--- src/pkg/pdwc_params.svh ---
// timing counts, widths and flag reset values for the power-down wake controller
`ifndef PDWC_PARAMS_SVH
`define PDWC_PARAMS_SVH
`define PDWC_PA_WIDTH       8
`define PDWC_NUM_IRQ        8
`define PDWC_SETTLE_NS      2000
`define PDWC_CLK_NS         50
`define PDWC_SETTLE_CYC     ((`PDWC_SETTLE_NS + `PDWC_CLK_NS - 1) / `PDWC_CLK_NS)
`define PDWC_CNT_W          8
`define PDWC_PDF_RST        1'b0
`define PDWC_TO_RST         1'b0
`endif

--- src/pkg/pdwc_pkg.sv ---
// types for the power-down wake controller
package pdwc_pkg;
	typedef enum logic [2:0] {
		PDWC_RUN   = 3'b000,
		PDWC_SLEEP = 3'b001,
		PDWC_IDLE_MODE_0 = 3'b010,
		PDWC_IDLE_MODE_1 = 3'b011,
		PDWC_IDLE_MODE_2 = 3'b100,
		PDWC_WAKE  = 3'b101
	} pdwc_state_t;
	typedef enum logic [1:0] {
		PDWC_SRC_NONE = 2'b00,
		PDWC_SRC_PORT = 2'b01,
		PDWC_SRC_IRQ  = 2'b10,
		PDWC_SRC_WDT  = 2'b11
	} pdwc_src_t;
endpackage : pdwc_pkg

--- src/logic/pdwc_sync.sv ---
// two-flop synchroniser for one pin
`timescale 1ns/1ns
`default_nettype none
module pdwc_sync (
	input  wire logic sys_clk,
	input  wire logic arst_n,
	input  wire logic async_in,
	output logic      sync_out
);
	logic meta_q;
	always_ff @(posedge sys_clk or negedge arst_n) begin
		if (!arst_n) begin
			meta_q   <= 1'b1;
			sync_out <= 1'b1;
		end else begin
			meta_q   <= async_in;
			sync_out <= meta_q;
		end
	end
endmodule : pdwc_sync
`default_nettype wire

--- src/logic/pdwc_ctrl.sv ---
// power-down mode selection, clock gating, status flags and wake control
// Notes on behaviour
// - both keep bits low: sleep, only watchdog
// - fast low, slow high: idle_mode_0, sub only
// - both keep bits high: idle_mode_1, both clocks
// - fast high, slow low: idle_mode_2, fast only
// - halt stops execution, state kept
// - halt sets powerdown flag, clears timeout
// - entering low power clears watchdog counter
// - wake on port edge, interrupt, watchdog
// - powerdown flag cleared by reset, clear-watchdog
// - watchdog wake sets timeout, resets pc/sp
// - per-pin port wake enable, resume after halt
// - disabled or stack-full irq: resume, stays pending
// - enabled irq with stack room: vector
// - irq flag set before halt cannot wake
// - wait for oscillator stable before resuming
// - fast stable flag clears while fast clock is disabled, gates return
`include "pdwc_params.svh"
`timescale 1ns/1ns
`default_nettype none
module pdwc_ctrl (
	input  wire logic                        sys_clk,
	input  wire logic                        arst_n,
	input  wire logic                        halt_op,
	input  wire logic                        clear_watchdog_op,
	input  wire logic                        fast_osc_idle_keep,
	input  wire logic                        slow_osc_idle_keep,
	input  wire logic [`PDWC_PA_WIDTH-1:0]   porta_pins,
	input  wire logic [`PDWC_PA_WIDTH-1:0]   porta_wake_mask,
	input  wire logic [`PDWC_NUM_IRQ-1:0]    irq_req,
	input  wire logic [`PDWC_NUM_IRQ-1:0]    irq_en,
	input  wire logic                        stack_full,
	input  wire logic                        wdt_overflow,
	output logic                             cpu_run,
	output logic                             fast_clk_en,
	output logic                             sub_clk_en,
	output logic                             fast_osc_stable,
	output logic                             powerdown_flag,
	output logic                             watchdog_timeout_flag,
	output logic                             wdt_clear,
	output logic                             pc_sp_reset,
	output logic                             irq_vector,
	output logic [1:0]                       wake_source
);
	pdwc_pkg::pdwc_state_t state_q;
	pdwc_pkg::pdwc_src_t   src_q;
	logic [`PDWC_PA_WIDTH-1:0] pa_sync;
	logic [`PDWC_PA_WIDTH-1:0] pa_prev_q;
	logic [`PDWC_NUM_IRQ-1:0]  irq_mask_q;
	logic [`PDWC_CNT_W-1:0]    settle_q;
	logic                      low_power;
	logic                      port_wake;
	logic                      irq_wake;
	logic                      any_wake;
	logic                      resume;
	localparam logic [`PDWC_CNT_W-1:0] SETTLE = `PDWC_CNT_W'(`PDWC_SETTLE_CYC);

	genvar gi;
	generate
		for (gi = 0; gi < `PDWC_PA_WIDTH; gi++) begin : g_pa
			pdwc_sync u_sync (
				.sys_clk (sys_clk),
				.arst_n  (arst_n),
				.async_in(porta_pins[gi]),
				.sync_out(pa_sync[gi])
			);
		end
	endgenerate

	assign low_power = (state_q != pdwc_pkg::PDWC_RUN) && (state_q != pdwc_pkg::PDWC_WAKE);
	// falling edge only on pins whose wake bit is set
	assign port_wake = |(pa_prev_q & ~pa_sync & porta_wake_mask);
	// requests already pending at halt are masked off
	assign irq_wake  = |(irq_req & ~irq_mask_q);
	assign any_wake  = low_power && (port_wake || irq_wake || wdt_overflow);
	assign resume    = (state_q == pdwc_pkg::PDWC_WAKE) && fast_osc_stable;

	always_ff @(posedge sys_clk or negedge arst_n) begin
		if (!arst_n) begin
			pa_prev_q <= {`PDWC_PA_WIDTH{1'b1}};
		end else begin
			pa_prev_q <= pa_sync;
		end
	end

	always_ff @(posedge sys_clk or negedge arst_n) begin
		if (!arst_n) begin
			irq_mask_q <= '0;
		end else if (halt_op && state_q == pdwc_pkg::PDWC_RUN) begin
			irq_mask_q <= irq_req;
		end
	end

	// mode is latched once at halt and held until a wake
	always_ff @(posedge sys_clk or negedge arst_n) begin
		if (!arst_n) begin
			state_q <= pdwc_pkg::PDWC_RUN;
		end else begin
			unique case (state_q)
				pdwc_pkg::PDWC_RUN: begin
					if (halt_op) begin
						unique case ({fast_osc_idle_keep, slow_osc_idle_keep})
							2'b00: state_q <= pdwc_pkg::PDWC_SLEEP;
							2'b01: state_q <= pdwc_pkg::PDWC_IDLE_MODE_0;
							2'b11: state_q <= pdwc_pkg::PDWC_IDLE_MODE_1;
							2'b10: state_q <= pdwc_pkg::PDWC_IDLE_MODE_2;
						endcase
					end
				end
				pdwc_pkg::PDWC_SLEEP, pdwc_pkg::PDWC_IDLE_MODE_0,
				pdwc_pkg::PDWC_IDLE_MODE_1, pdwc_pkg::PDWC_IDLE_MODE_2: begin
					if (any_wake) begin
						state_q <= pdwc_pkg::PDWC_WAKE;
					end
				end
				pdwc_pkg::PDWC_WAKE: begin
					if (resume) begin
						state_q <= pdwc_pkg::PDWC_RUN;
					end
				end
				default: state_q <= pdwc_pkg::PDWC_RUN;
			endcase
		end
	end

	// wdt has priority so its pc/sp reset is never lost to a coincident edge
	always_ff @(posedge sys_clk or negedge arst_n) begin
		if (!arst_n) begin
			src_q <= pdwc_pkg::PDWC_SRC_NONE;
		end else if (any_wake) begin
			if (wdt_overflow) begin
				src_q <= pdwc_pkg::PDWC_SRC_WDT;
			end else if (irq_wake) begin
				src_q <= pdwc_pkg::PDWC_SRC_IRQ;
			end else begin
				src_q <= pdwc_pkg::PDWC_SRC_PORT;
			end
		end else if (resume) begin
			src_q <= pdwc_pkg::PDWC_SRC_NONE;
		end
	end
	assign wake_source = src_q;

	// fast oscillator off only in sleep and idle_mode_0
	always_ff @(posedge sys_clk or negedge arst_n) begin
		if (!arst_n) begin
			fast_clk_en <= 1'b1;
			sub_clk_en  <= 1'b1;
		end else if (state_q == pdwc_pkg::PDWC_RUN && halt_op) begin
			fast_clk_en <= fast_osc_idle_keep;
			sub_clk_en  <= slow_osc_idle_keep;
		end else if (any_wake) begin
			fast_clk_en <= 1'b1;
			sub_clk_en  <= 1'b1;
		end
	end

	// stable flag drops with the oscillator and rises after a settle count
	always_ff @(posedge sys_clk or negedge arst_n) begin
		if (!arst_n) begin
			settle_q        <= '0;
			fast_osc_stable <= 1'b1;
		end else begin
			if (!fast_clk_en) begin
				fast_osc_stable <= 1'b0;
				settle_q        <= '0;
			end else if (!fast_osc_stable) begin
				if (settle_q == SETTLE - `PDWC_CNT_W'(1)) begin
					fast_osc_stable <= 1'b1;
				end else begin
					settle_q <= settle_q + `PDWC_CNT_W'(1);
				end
			end
		end
	end

	always_ff @(posedge sys_clk or negedge arst_n) begin
		if (!arst_n) begin
			powerdown_flag <= `PDWC_PDF_RST;
		end else if (state_q == pdwc_pkg::PDWC_RUN && halt_op) begin
			powerdown_flag <= 1'b1;
		end else if (clear_watchdog_op) begin
			powerdown_flag <= 1'b0;
		end
	end

	// wdt overflow in low power sets timeout; set beats clear at halt
	always_ff @(posedge sys_clk or negedge arst_n) begin
		if (!arst_n) begin
			watchdog_timeout_flag <= `PDWC_TO_RST;
		end else if (low_power && wdt_overflow) begin
			watchdog_timeout_flag <= 1'b1;
		end else if (state_q == pdwc_pkg::PDWC_RUN && halt_op) begin
			watchdog_timeout_flag <= 1'b0;
		end
	end

	always_ff @(posedge sys_clk or negedge arst_n) begin
		if (!arst_n) begin
			wdt_clear   <= 1'b0;
			pc_sp_reset <= 1'b0;
			irq_vector  <= 1'b0;
		end else begin
			wdt_clear   <= (state_q == pdwc_pkg::PDWC_RUN) && halt_op;
			pc_sp_reset <= resume && src_q == pdwc_pkg::PDWC_SRC_WDT;
			// disabled or stack-full: plain resume, request left pending in core
			irq_vector  <= resume && src_q == pdwc_pkg::PDWC_SRC_IRQ
				&& |(irq_req & irq_en & ~irq_mask_q) && !stack_full;
		end
	end

	// core holds at the halt with memory and ports untouched
	assign cpu_run = (state_q == pdwc_pkg::PDWC_RUN);

	property p_halt_flags;
		@(posedge sys_clk) disable iff (!arst_n)
		(state_q == pdwc_pkg::PDWC_RUN && halt_op) |=> powerdown_flag && wdt_clear;
	endproperty
	a_halt_flags: assert property (p_halt_flags) else $error("halt flags");

	property p_sleep_clocks;
		@(posedge sys_clk) disable iff (!arst_n)
		(state_q == pdwc_pkg::PDWC_SLEEP) |-> !fast_clk_en && !sub_clk_en && !cpu_run;
	endproperty
	a_sleep_clocks: assert property (p_sleep_clocks) else $error("sleep clocks");

	property p_idle_mode_0;
		@(posedge sys_clk) disable iff (!arst_n)
		(state_q == pdwc_pkg::PDWC_IDLE_MODE_0) |-> !fast_clk_en && sub_clk_en;
	endproperty
	a_idle_mode_0: assert property (p_idle_mode_0) else $error("idle_mode_0 clocks");

	property p_idle_mode_1;
		@(posedge sys_clk) disable iff (!arst_n)
		(state_q == pdwc_pkg::PDWC_IDLE_MODE_1) |-> fast_clk_en && sub_clk_en && !cpu_run;
	endproperty
	a_idle_mode_1: assert property (p_idle_mode_1) else $error("idle_mode_1 clocks");

	property p_idle_mode_2;
		@(posedge sys_clk) disable iff (!arst_n)
		(state_q == pdwc_pkg::PDWC_IDLE_MODE_2) |-> fast_clk_en && !sub_clk_en;
	endproperty
	a_idle_mode_2: assert property (p_idle_mode_2) else $error("idle_mode_2 clocks");

	property p_wdt_wake;
		@(posedge sys_clk) disable iff (!arst_n)
		(low_power && wdt_overflow) |=> watchdog_timeout_flag
			&& state_q == pdwc_pkg::PDWC_WAKE;
	endproperty
	a_wdt_wake: assert property (p_wdt_wake) else $error("wdt wake");

	property p_pdf_hold;
		@(posedge sys_clk) disable iff (!arst_n)
		($fell(powerdown_flag)) |-> $past(clear_watchdog_op);
	endproperty
	a_pdf_hold: assert property (p_pdf_hold) else $error("pdf cleared");

	property p_resume_stable;
		@(posedge sys_clk) disable iff (!arst_n)
		(state_q == pdwc_pkg::PDWC_WAKE && !fast_osc_stable) |=> !cpu_run;
	endproperty
	a_resume_stable: assert property (p_resume_stable) else $error("early resume");

	property p_stable_time;
		@(posedge sys_clk) disable iff (!arst_n)
		$rose(fast_clk_en) |-> !fast_osc_stable [*8];
	endproperty
	a_stable_time: assert property (p_stable_time) else $error("stable early");
endmodule : pdwc_ctrl
`default_nettype wire

--- config.mk ---
export PLATFORM = sky130hd
export DESIGN_NAME = pdwc_ctrl
export DESIGN_NICKNAME = d
export VERILOG_FILES = /design/src/pkg/pdwc_pkg.sv /design/src/logic/pdwc_sync.sv /design/src/logic/pdwc_ctrl.sv
export VERILOG_INCLUDE_DIRS = /design/src /design/src/pkg
export SDC_FILE = /design/constraint.sdc
export NUM_CORES = 1
export LEC_CHECK = 0
export BUFFER_PORTS_ARGS = -buffer_cell sky130_fd_sc_hd__buf_2
export CAP_MARGIN = 15
export CORE_MARGIN = 10
export CORE_UTILIZATION = 48
export DETAILED_ROUTE_END_ITERATION = 16
export PLACE_DENSITY = 0.72
export SETUP_SLACK_MARGIN = 0.15
export SYNTH_ARGS = -nofsm -noshare
export SYNTH_HDL_FRONTEND = slang
export SYNTH_SLANG_ARGS = --single-unit
export TNS_END_PERCENT = 5
--- constraint.sdc ---
create_clock -name sys_clk -period 1.4 [get_ports sys_clk]
set_input_delay 0.21 -clock sys_clk [delete_from_list [all_inputs] [get_ports sys_clk]]
set_output_delay 0.21 -clock sys_clk [all_outputs]
set_load 0.05 [all_outputs]
==> results.tsv, run 1 <==
metric	value	unit
status	finished with violations	
violations	negative setup slack	
maxCapViolations	0	
cp.required	1.60	ns
drive_gt1_share	50.00	%
worstSetupPathType	reg -> reg	
crit_chain	ha_4, a41oi_4, nand4_1, xnor2_1, and2_1	
die_area	0.007835	mm2
drc_errors	0	
grt_pass1_vias	1712	
post_drt_wl_per_cell	14.51	um
max_freq	0.6932	GHz
fillCellCount	348	
syn_nets	230	
initial_core_util	50.70	%
cts-root-buf	clkbuf_8	
ys_seq_area_share	60.36	%
period_share	103.0	%
core.rowCount	24	
clk_latency	0.31	ns
routed-via-count	1629	
coreArea	0.004444	mm2
hp-class	in -> reg	
synthArstFlopShare	100.0	%
portBuffers	50	
clkTransAtPathRegs	0.10	ns
ys.warnings.count	0	
die_y	88.52	um
detailed_place_hpwl	3.537	mm
slowest_delay	0.43	ns
yosysUniqueCellTypes	48	
layout_common_cells	45 x buf_2, 27 x dfstp_2, 25 x dfrtp_1	
worst_path_max_delay_cell	dfrtp_1	
critPathArrivalTime	1.64	ns
globalplace.congestion	0.7679	
regArea	0.001361	mm2
synth_area	0.002253	mm2
antenna_found_initial	0	
multi_input_area	908.4	um2
grt_first_pass_wirelength	7.714	mm
numCtsBuffers	5	
final-max-slew-violation-count	0	
worst_setup_path_start_kind	flip-flop	
routed_wl	4.672	mm
layout_min_cycle_time	1.443	ns
drtPass1Iterations	4	
rsz0062_at_grt	true	
cts_htree_levels	2	
drtIter0Drc	97	
skew	0.008199	ns
final-hold-violation-count	0	
setup_viol	6	
yosysTopAreaCellShare	31.48	%
setup_slack	-0.04253	ns
slew_headroom	69.76	%
clockBufferDepth	2	
critPathMaxFanout	5	
synth-seq-cells	53	
p_leak	1.440	nW
endpoint_kind	flip-flop	
synthFlopType	dfstp_2	
p_total	5.308	mW
ir_worst_vdd	0.0009642	V
yosys-top-cells-area	dfstp_2 31%, dfrtp_1 29%, nand2_1 3.3%, ha_1 2.8%, mux2_2 2.5%	
diodes	0	
io_pins	51	
synthCells	185	
cts.sinks	53	
rr_worst_depth	5	
postCtsSetupBuffers	0	
drt.antenna.violating_nets	0	
power_density	1742	mW/mm2
synth_edf_count	0	
avgSynthCellArea	12.18	um2
dp_slack	-0.1358	ns
nNetsFinal	314	
holdPathStages	2	
vias_per_cell	5.059	
netlist.top_cell.by_area	dfstp_2	
area_delta_synth_final	35.26	%
die_x	88.52	um
layout_commonest_cell	buf_2	
grtUsageTotal	12.64	%
grt_max_degree	25	
grt_remaining_overflow	0	
worst_pin_slew	0.4537	ns
cts_tree	yes	
registers in the layout, indices dropped and copies added, names as in the netlist:
| register | cells |
|---|---|
| fast_clk_en | 1 |
| fast_osc_stable | 1 |
| g_pa.u_sync.meta_q | 8 |
| g_pa.u_sync.sync_out | 8 |
| irq_mask_q | 8 |
| irq_vector | 1 |
| pa_prev_q | 8 |
| pc_sp_reset | 1 |
| powerdown_flag | 1 |
| settle_q | 8 |
| state_q | 3 |
| sub_clk_en | 1 |
| wake_source | 2 |
| watchdog_timeout_flag | 1 |
| wdt_clear | 1 |
final timing paths:
kind | startpoint | end | slack [ns]
setup / recovery | settle_q[1] | settle_q[3] | -0.04
hold / removal | stack_full | irq_vector | 0.08
setup reg to reg | settle_q[1] | settle_q[3] | -0.04
hold reg to reg | g_pa[2].u_sync.meta_q | g_pa[2].u_sync.sync_out | 0.36
max in group asynchronous | arst_n | fast_clk_en | 0.42
min in group asynchronous | arst_n | settle_q[1] | 0.37
where the power goes:
part	switching [mW]	internal (mW)	leakage [nW]
registers	0.349	1.91	0.611
logic	1.07	1.07	0.777
clock network	0.495	0.411	0.0518
total	1.92	3.39	1.44
cell families (layout without fill, tap and decap cells):
family | Yosys count | in the layout | share of synthesized area [%]
xor+xnor | 8 | 8 | 3.110
compound gates | 33 | 33 | 10.88
simple gates | 63 | 63 | 16.88
mux | 6 | 6 | 2.943
flops | 53 | 53 | 60.36
buf+inv | 17 | 102 | 3.054
fa+ha+maj | 5 | 5 | 2.776
cell type report:
class / count / share of cell area (%)
Timing Repair Buffer: 81 / 18.51
Inverter: 13 / 1.601
Clock inverter: 2 / 0.5747
Sequential cell: 53 / 44.66
Clock buffer: 6 / 2.709
Tap cell: 52 / 2.135
Multi-Input combinational cell: 115 / 29.80
stage by stage:
stage | hold slack (ns) | setup TNS [ns] | instance area, um2 | util, % | cells
2_1_floorplan | -0.08559 | -3.214 | 2281 | - | 185
3_3_place_gp | 0.1756 | -0.3669 | 2739 | 61.63 | 305
3_5_place_dp | 0.1820 | -0.8869 | 2739 | 61.63 | 305
4_1_cts | 0.04677 | -0.4507 | 2999 | 67.48 | 322
5_1_grt | 0.06880 | -0.8035 | 3048 | 68.58 | 322
6_report | 0.07629 | -0.1542 | 3048 | 68.58 | 322
metal layers:
layer,global-route usage [%],part of all wire [%]
met1,14.40,42
met2,20.96,51
met3,4.963,5.2
met4,4.846,1.8
met5,0,0
cell usage after synthesis (4+ instances only):
library cell,instances
dfstp_2,27
dfrtp_1,26
nand2_1,20
inv_1,13
o21ai_0,9
and2_1,6
o22ai_1,6
xnor2_1,6
ha_1,5
mux2_2,5
nand2b_1,5
nor2_1,5
nor2b_1,4
what timing repair did:
| item | 4_1_cts | 5_1_grt |
|---|---|---|
| pin swaps | 21 | 14 |
| resized for setup | 22 | 9 |
| gates cloned | 0 | 0 |
| hold buffers | 9 | 0 |
| endpoints found under the setup margin | 24 | 31 |
| endpoints found under the hold margin | 19 | 0 |
worst max-delay path: cells and delay by family (launching register included):
kind            cells  cell delay, ns
flops               1            0.43
simple gates        2            0.29
compound gates      1            0.28
fa+ha+maj           1            0.19
xor+xnor            1            0.14
Note: power is estimated with default switching activity, not from simulation.
==> inputs of run 2 (changes only) <==
Settings changed: BUFFER_PORTS_ARGS -buffer_cell sky130_fd_sc_hd__buf_2 to unset, CORE_UTILIZATION 48 to 55, DONT_BUFFER_PORTS set to 1, PLACE_DENSITY 0.72 to 0.7.
==> results.tsv, run 2 (synthesis gave the netlist of run 1 again) <==
metric	value	unit	change
critPathTopFamily	simple AND/OR/NAND/NOR gates		
nNetsFinal	263		-16%
maxCapViolations	0		unchanged
drive_gt1_share	38.81	%	-11 points
cp.required	1.63	ns	+0.03 ns
cts.sinks	53		unchanged
worst_setup_path_start_kind	flip-flop		
p_leak	1.220	nW	-15%
drt.antenna.violating_nets	0		unchanged
die_x	84.01	um	-5.1%
path_buf_inv	1		+1
drtPass1Iterations	4		unchanged
period_share	108.1	%	+5.1 points
grt_max_degree	54		+120%
diodes	0		unchanged
whs	-0.4047	ns	-0.4810 ns
layout_commonest_cell	dfstp_2		
crit_chain	nand2b_4, o2111ai_4, nor4_4, nand3_2, buf_4, a21o_2		
layout_min_cycle_time	1.513	ns	+0.07079 ns
cts_tree	yes		
routed_wl	4.488	mm	-3.9%
antenna_found_initial	0		unchanged
worst_pin_slew	0.4979	ns	+0.04421 ns
ir_worst_vdd	0.001079	V	+12%
worstSetupPathType	reg -> reg		
detailed_place_hpwl	3.378	mm	-4.5%
slew_headroom	66.81	%	-2.9 points
drtIter0Drc	78		-20%
setup_viol	8		+2
grt_pass1_vias	1573		-8.1%
final-max-slew-violation-count	0		unchanged
hp-class	in -> async		
cts-hold-fix-buffers	10		+1
vias_per_cell	5.368		+6.1%
area_delta_synth_final	22.82	%	
power_density	1871	mW/mm2	+7.4%
die_y	84.01	um	-5.1%
io_pins	51		unchanged
setup_slack	-0.1133	ns	-0.07079 ns
endpoint_kind	flip-flop		
grt_remaining_overflow	0		unchanged
critPathMaxFanout	3		-2
die_area	0.007058	mm2	-9.9%
layout_common_cells	27 x dfstp_2, 26 x dfrtp_1, 19 x nand2_1		
core.rowCount	23		-4.2%
postCtsSetupBuffers	0		unchanged
initial_core_util	56.74	%	+6.0 points
final-hold-violation-count	53		+53
clockBufferDepth	2		unchanged
worst_path_max_delay_cell	dfrtp_1		
slowest_delay	0.37	ns	-0.06 ns
violations	negative hold slack, negative setup slack		
drc_errors	0		unchanged
grt_first_pass_wirelength	7.410	mm	-3.9%
grtUsageTotal	12.77	%	+0.13 points
clk_latency	0.30	ns	about the same
clkTransAtPathRegs	0.09	ns	about the same
max_freq	0.6608	GHz	-4.7%
globalplace.congestion	0.8995		+17%
skew	0.009381	ns	+0.001182 ns
coreArea	0.003971	mm2	-11%
numCtsBuffers	5		unchanged
cts_htree_levels	2		unchanged
cts-root-buf	clkbuf_8		
post_drt_wl_per_cell	16.68	um	+15%
portBuffers	0		-100%
rsz0062_at_grt	true		
status	finished with violations		
finish.utilization	69.69	%	+1.1 points
routed-via-count	1444		-11%
critPathArrivalTime	1.74	ns	+0.10 ns
==> run 2: cell count changes in the layout (fill, tap and decap cells not counted), sizes merged <==
cell / change
buf: -51
clkinv: -1
dlygate4sd3: +1
==> run 2: worst paths after layout <==
kind,startpoint,endpoint,slack [ns],cells past startpoint
min,arst_n,settle_q[0],-0.40,0
max reg2reg,irq_mask_q[7],sub_clk_en,-0.11,6
min in group sys_clk,irq_req[2],irq_mask_q[2],0.06,1
min reg2reg,g_pa[3].u_sync.meta_q,g_pa[3].u_sync.sync_out,0.35,0
max,irq_mask_q[7],sub_clk_en,-0.11,6
max in group asynchronous,arst_n,g_pa[4].u_sync.meta_q,1.62,0
==> run 2: repair_timing <==
item                                   in CTS  in global routing
setup endpoints to repair                  27                 29
endpoints found under the hold margin      63                 53
resized for setup                          12                  8
pin swaps                                  13                 10
gates cloned                                0                  0
==> run 2: area by class of cell <==
class	instances	area [um2]
Clock buffer	7	107.6
Clock inverter	1	6.256
Fill cell	284	1204
Inverter	13	48.80
Multi-Input combinational cell	115	917.1
Sequential cell	53	1360
Tap cell	50	62.56
Timing Repair Buffer	30	265.3
==> run 2: stage by stage <==
| step | instance area, um2 | TNS (ns) | total power [mW] | instances | setup slack, ns |
|---|---|---|---|---|---|
| floorplan | 2281 | -3.214 | 3.478 | 185 | -0.2580 |
| global placement | 2459 | -0.2710 | 3.936 | 251 | -0.08983 |
| detailed placement | 2459 | -0.5204 | 4.037 | 251 | -0.1452 |
| CTS | 2725 | -0.5168 | 5.165 | 269 | -0.09663 |
| global route | 2768 | -1.991 | 5.516 | 269 | -0.2328 |
| finish | 2768 | -0.5410 | 5.177 | 269 | -0.1133 |
==> run 2: report_power, final <==
group / internal [mW] / total (mW) / switching (mW)
logic: 0.953 / 1.80 / 0.850
clock network: 0.511 / 0.974 / 0.464
registers: 1.91 / 2.40 / 0.491
==> run 2: routing by layer <==
layer / GRT usage [%] / share of wire, %
met2: 22.16 / 53
met3: 5.566 / 6.6
met4: 3.653 / 0.98
met5: 0 / 0
met1: 13.69 / 40
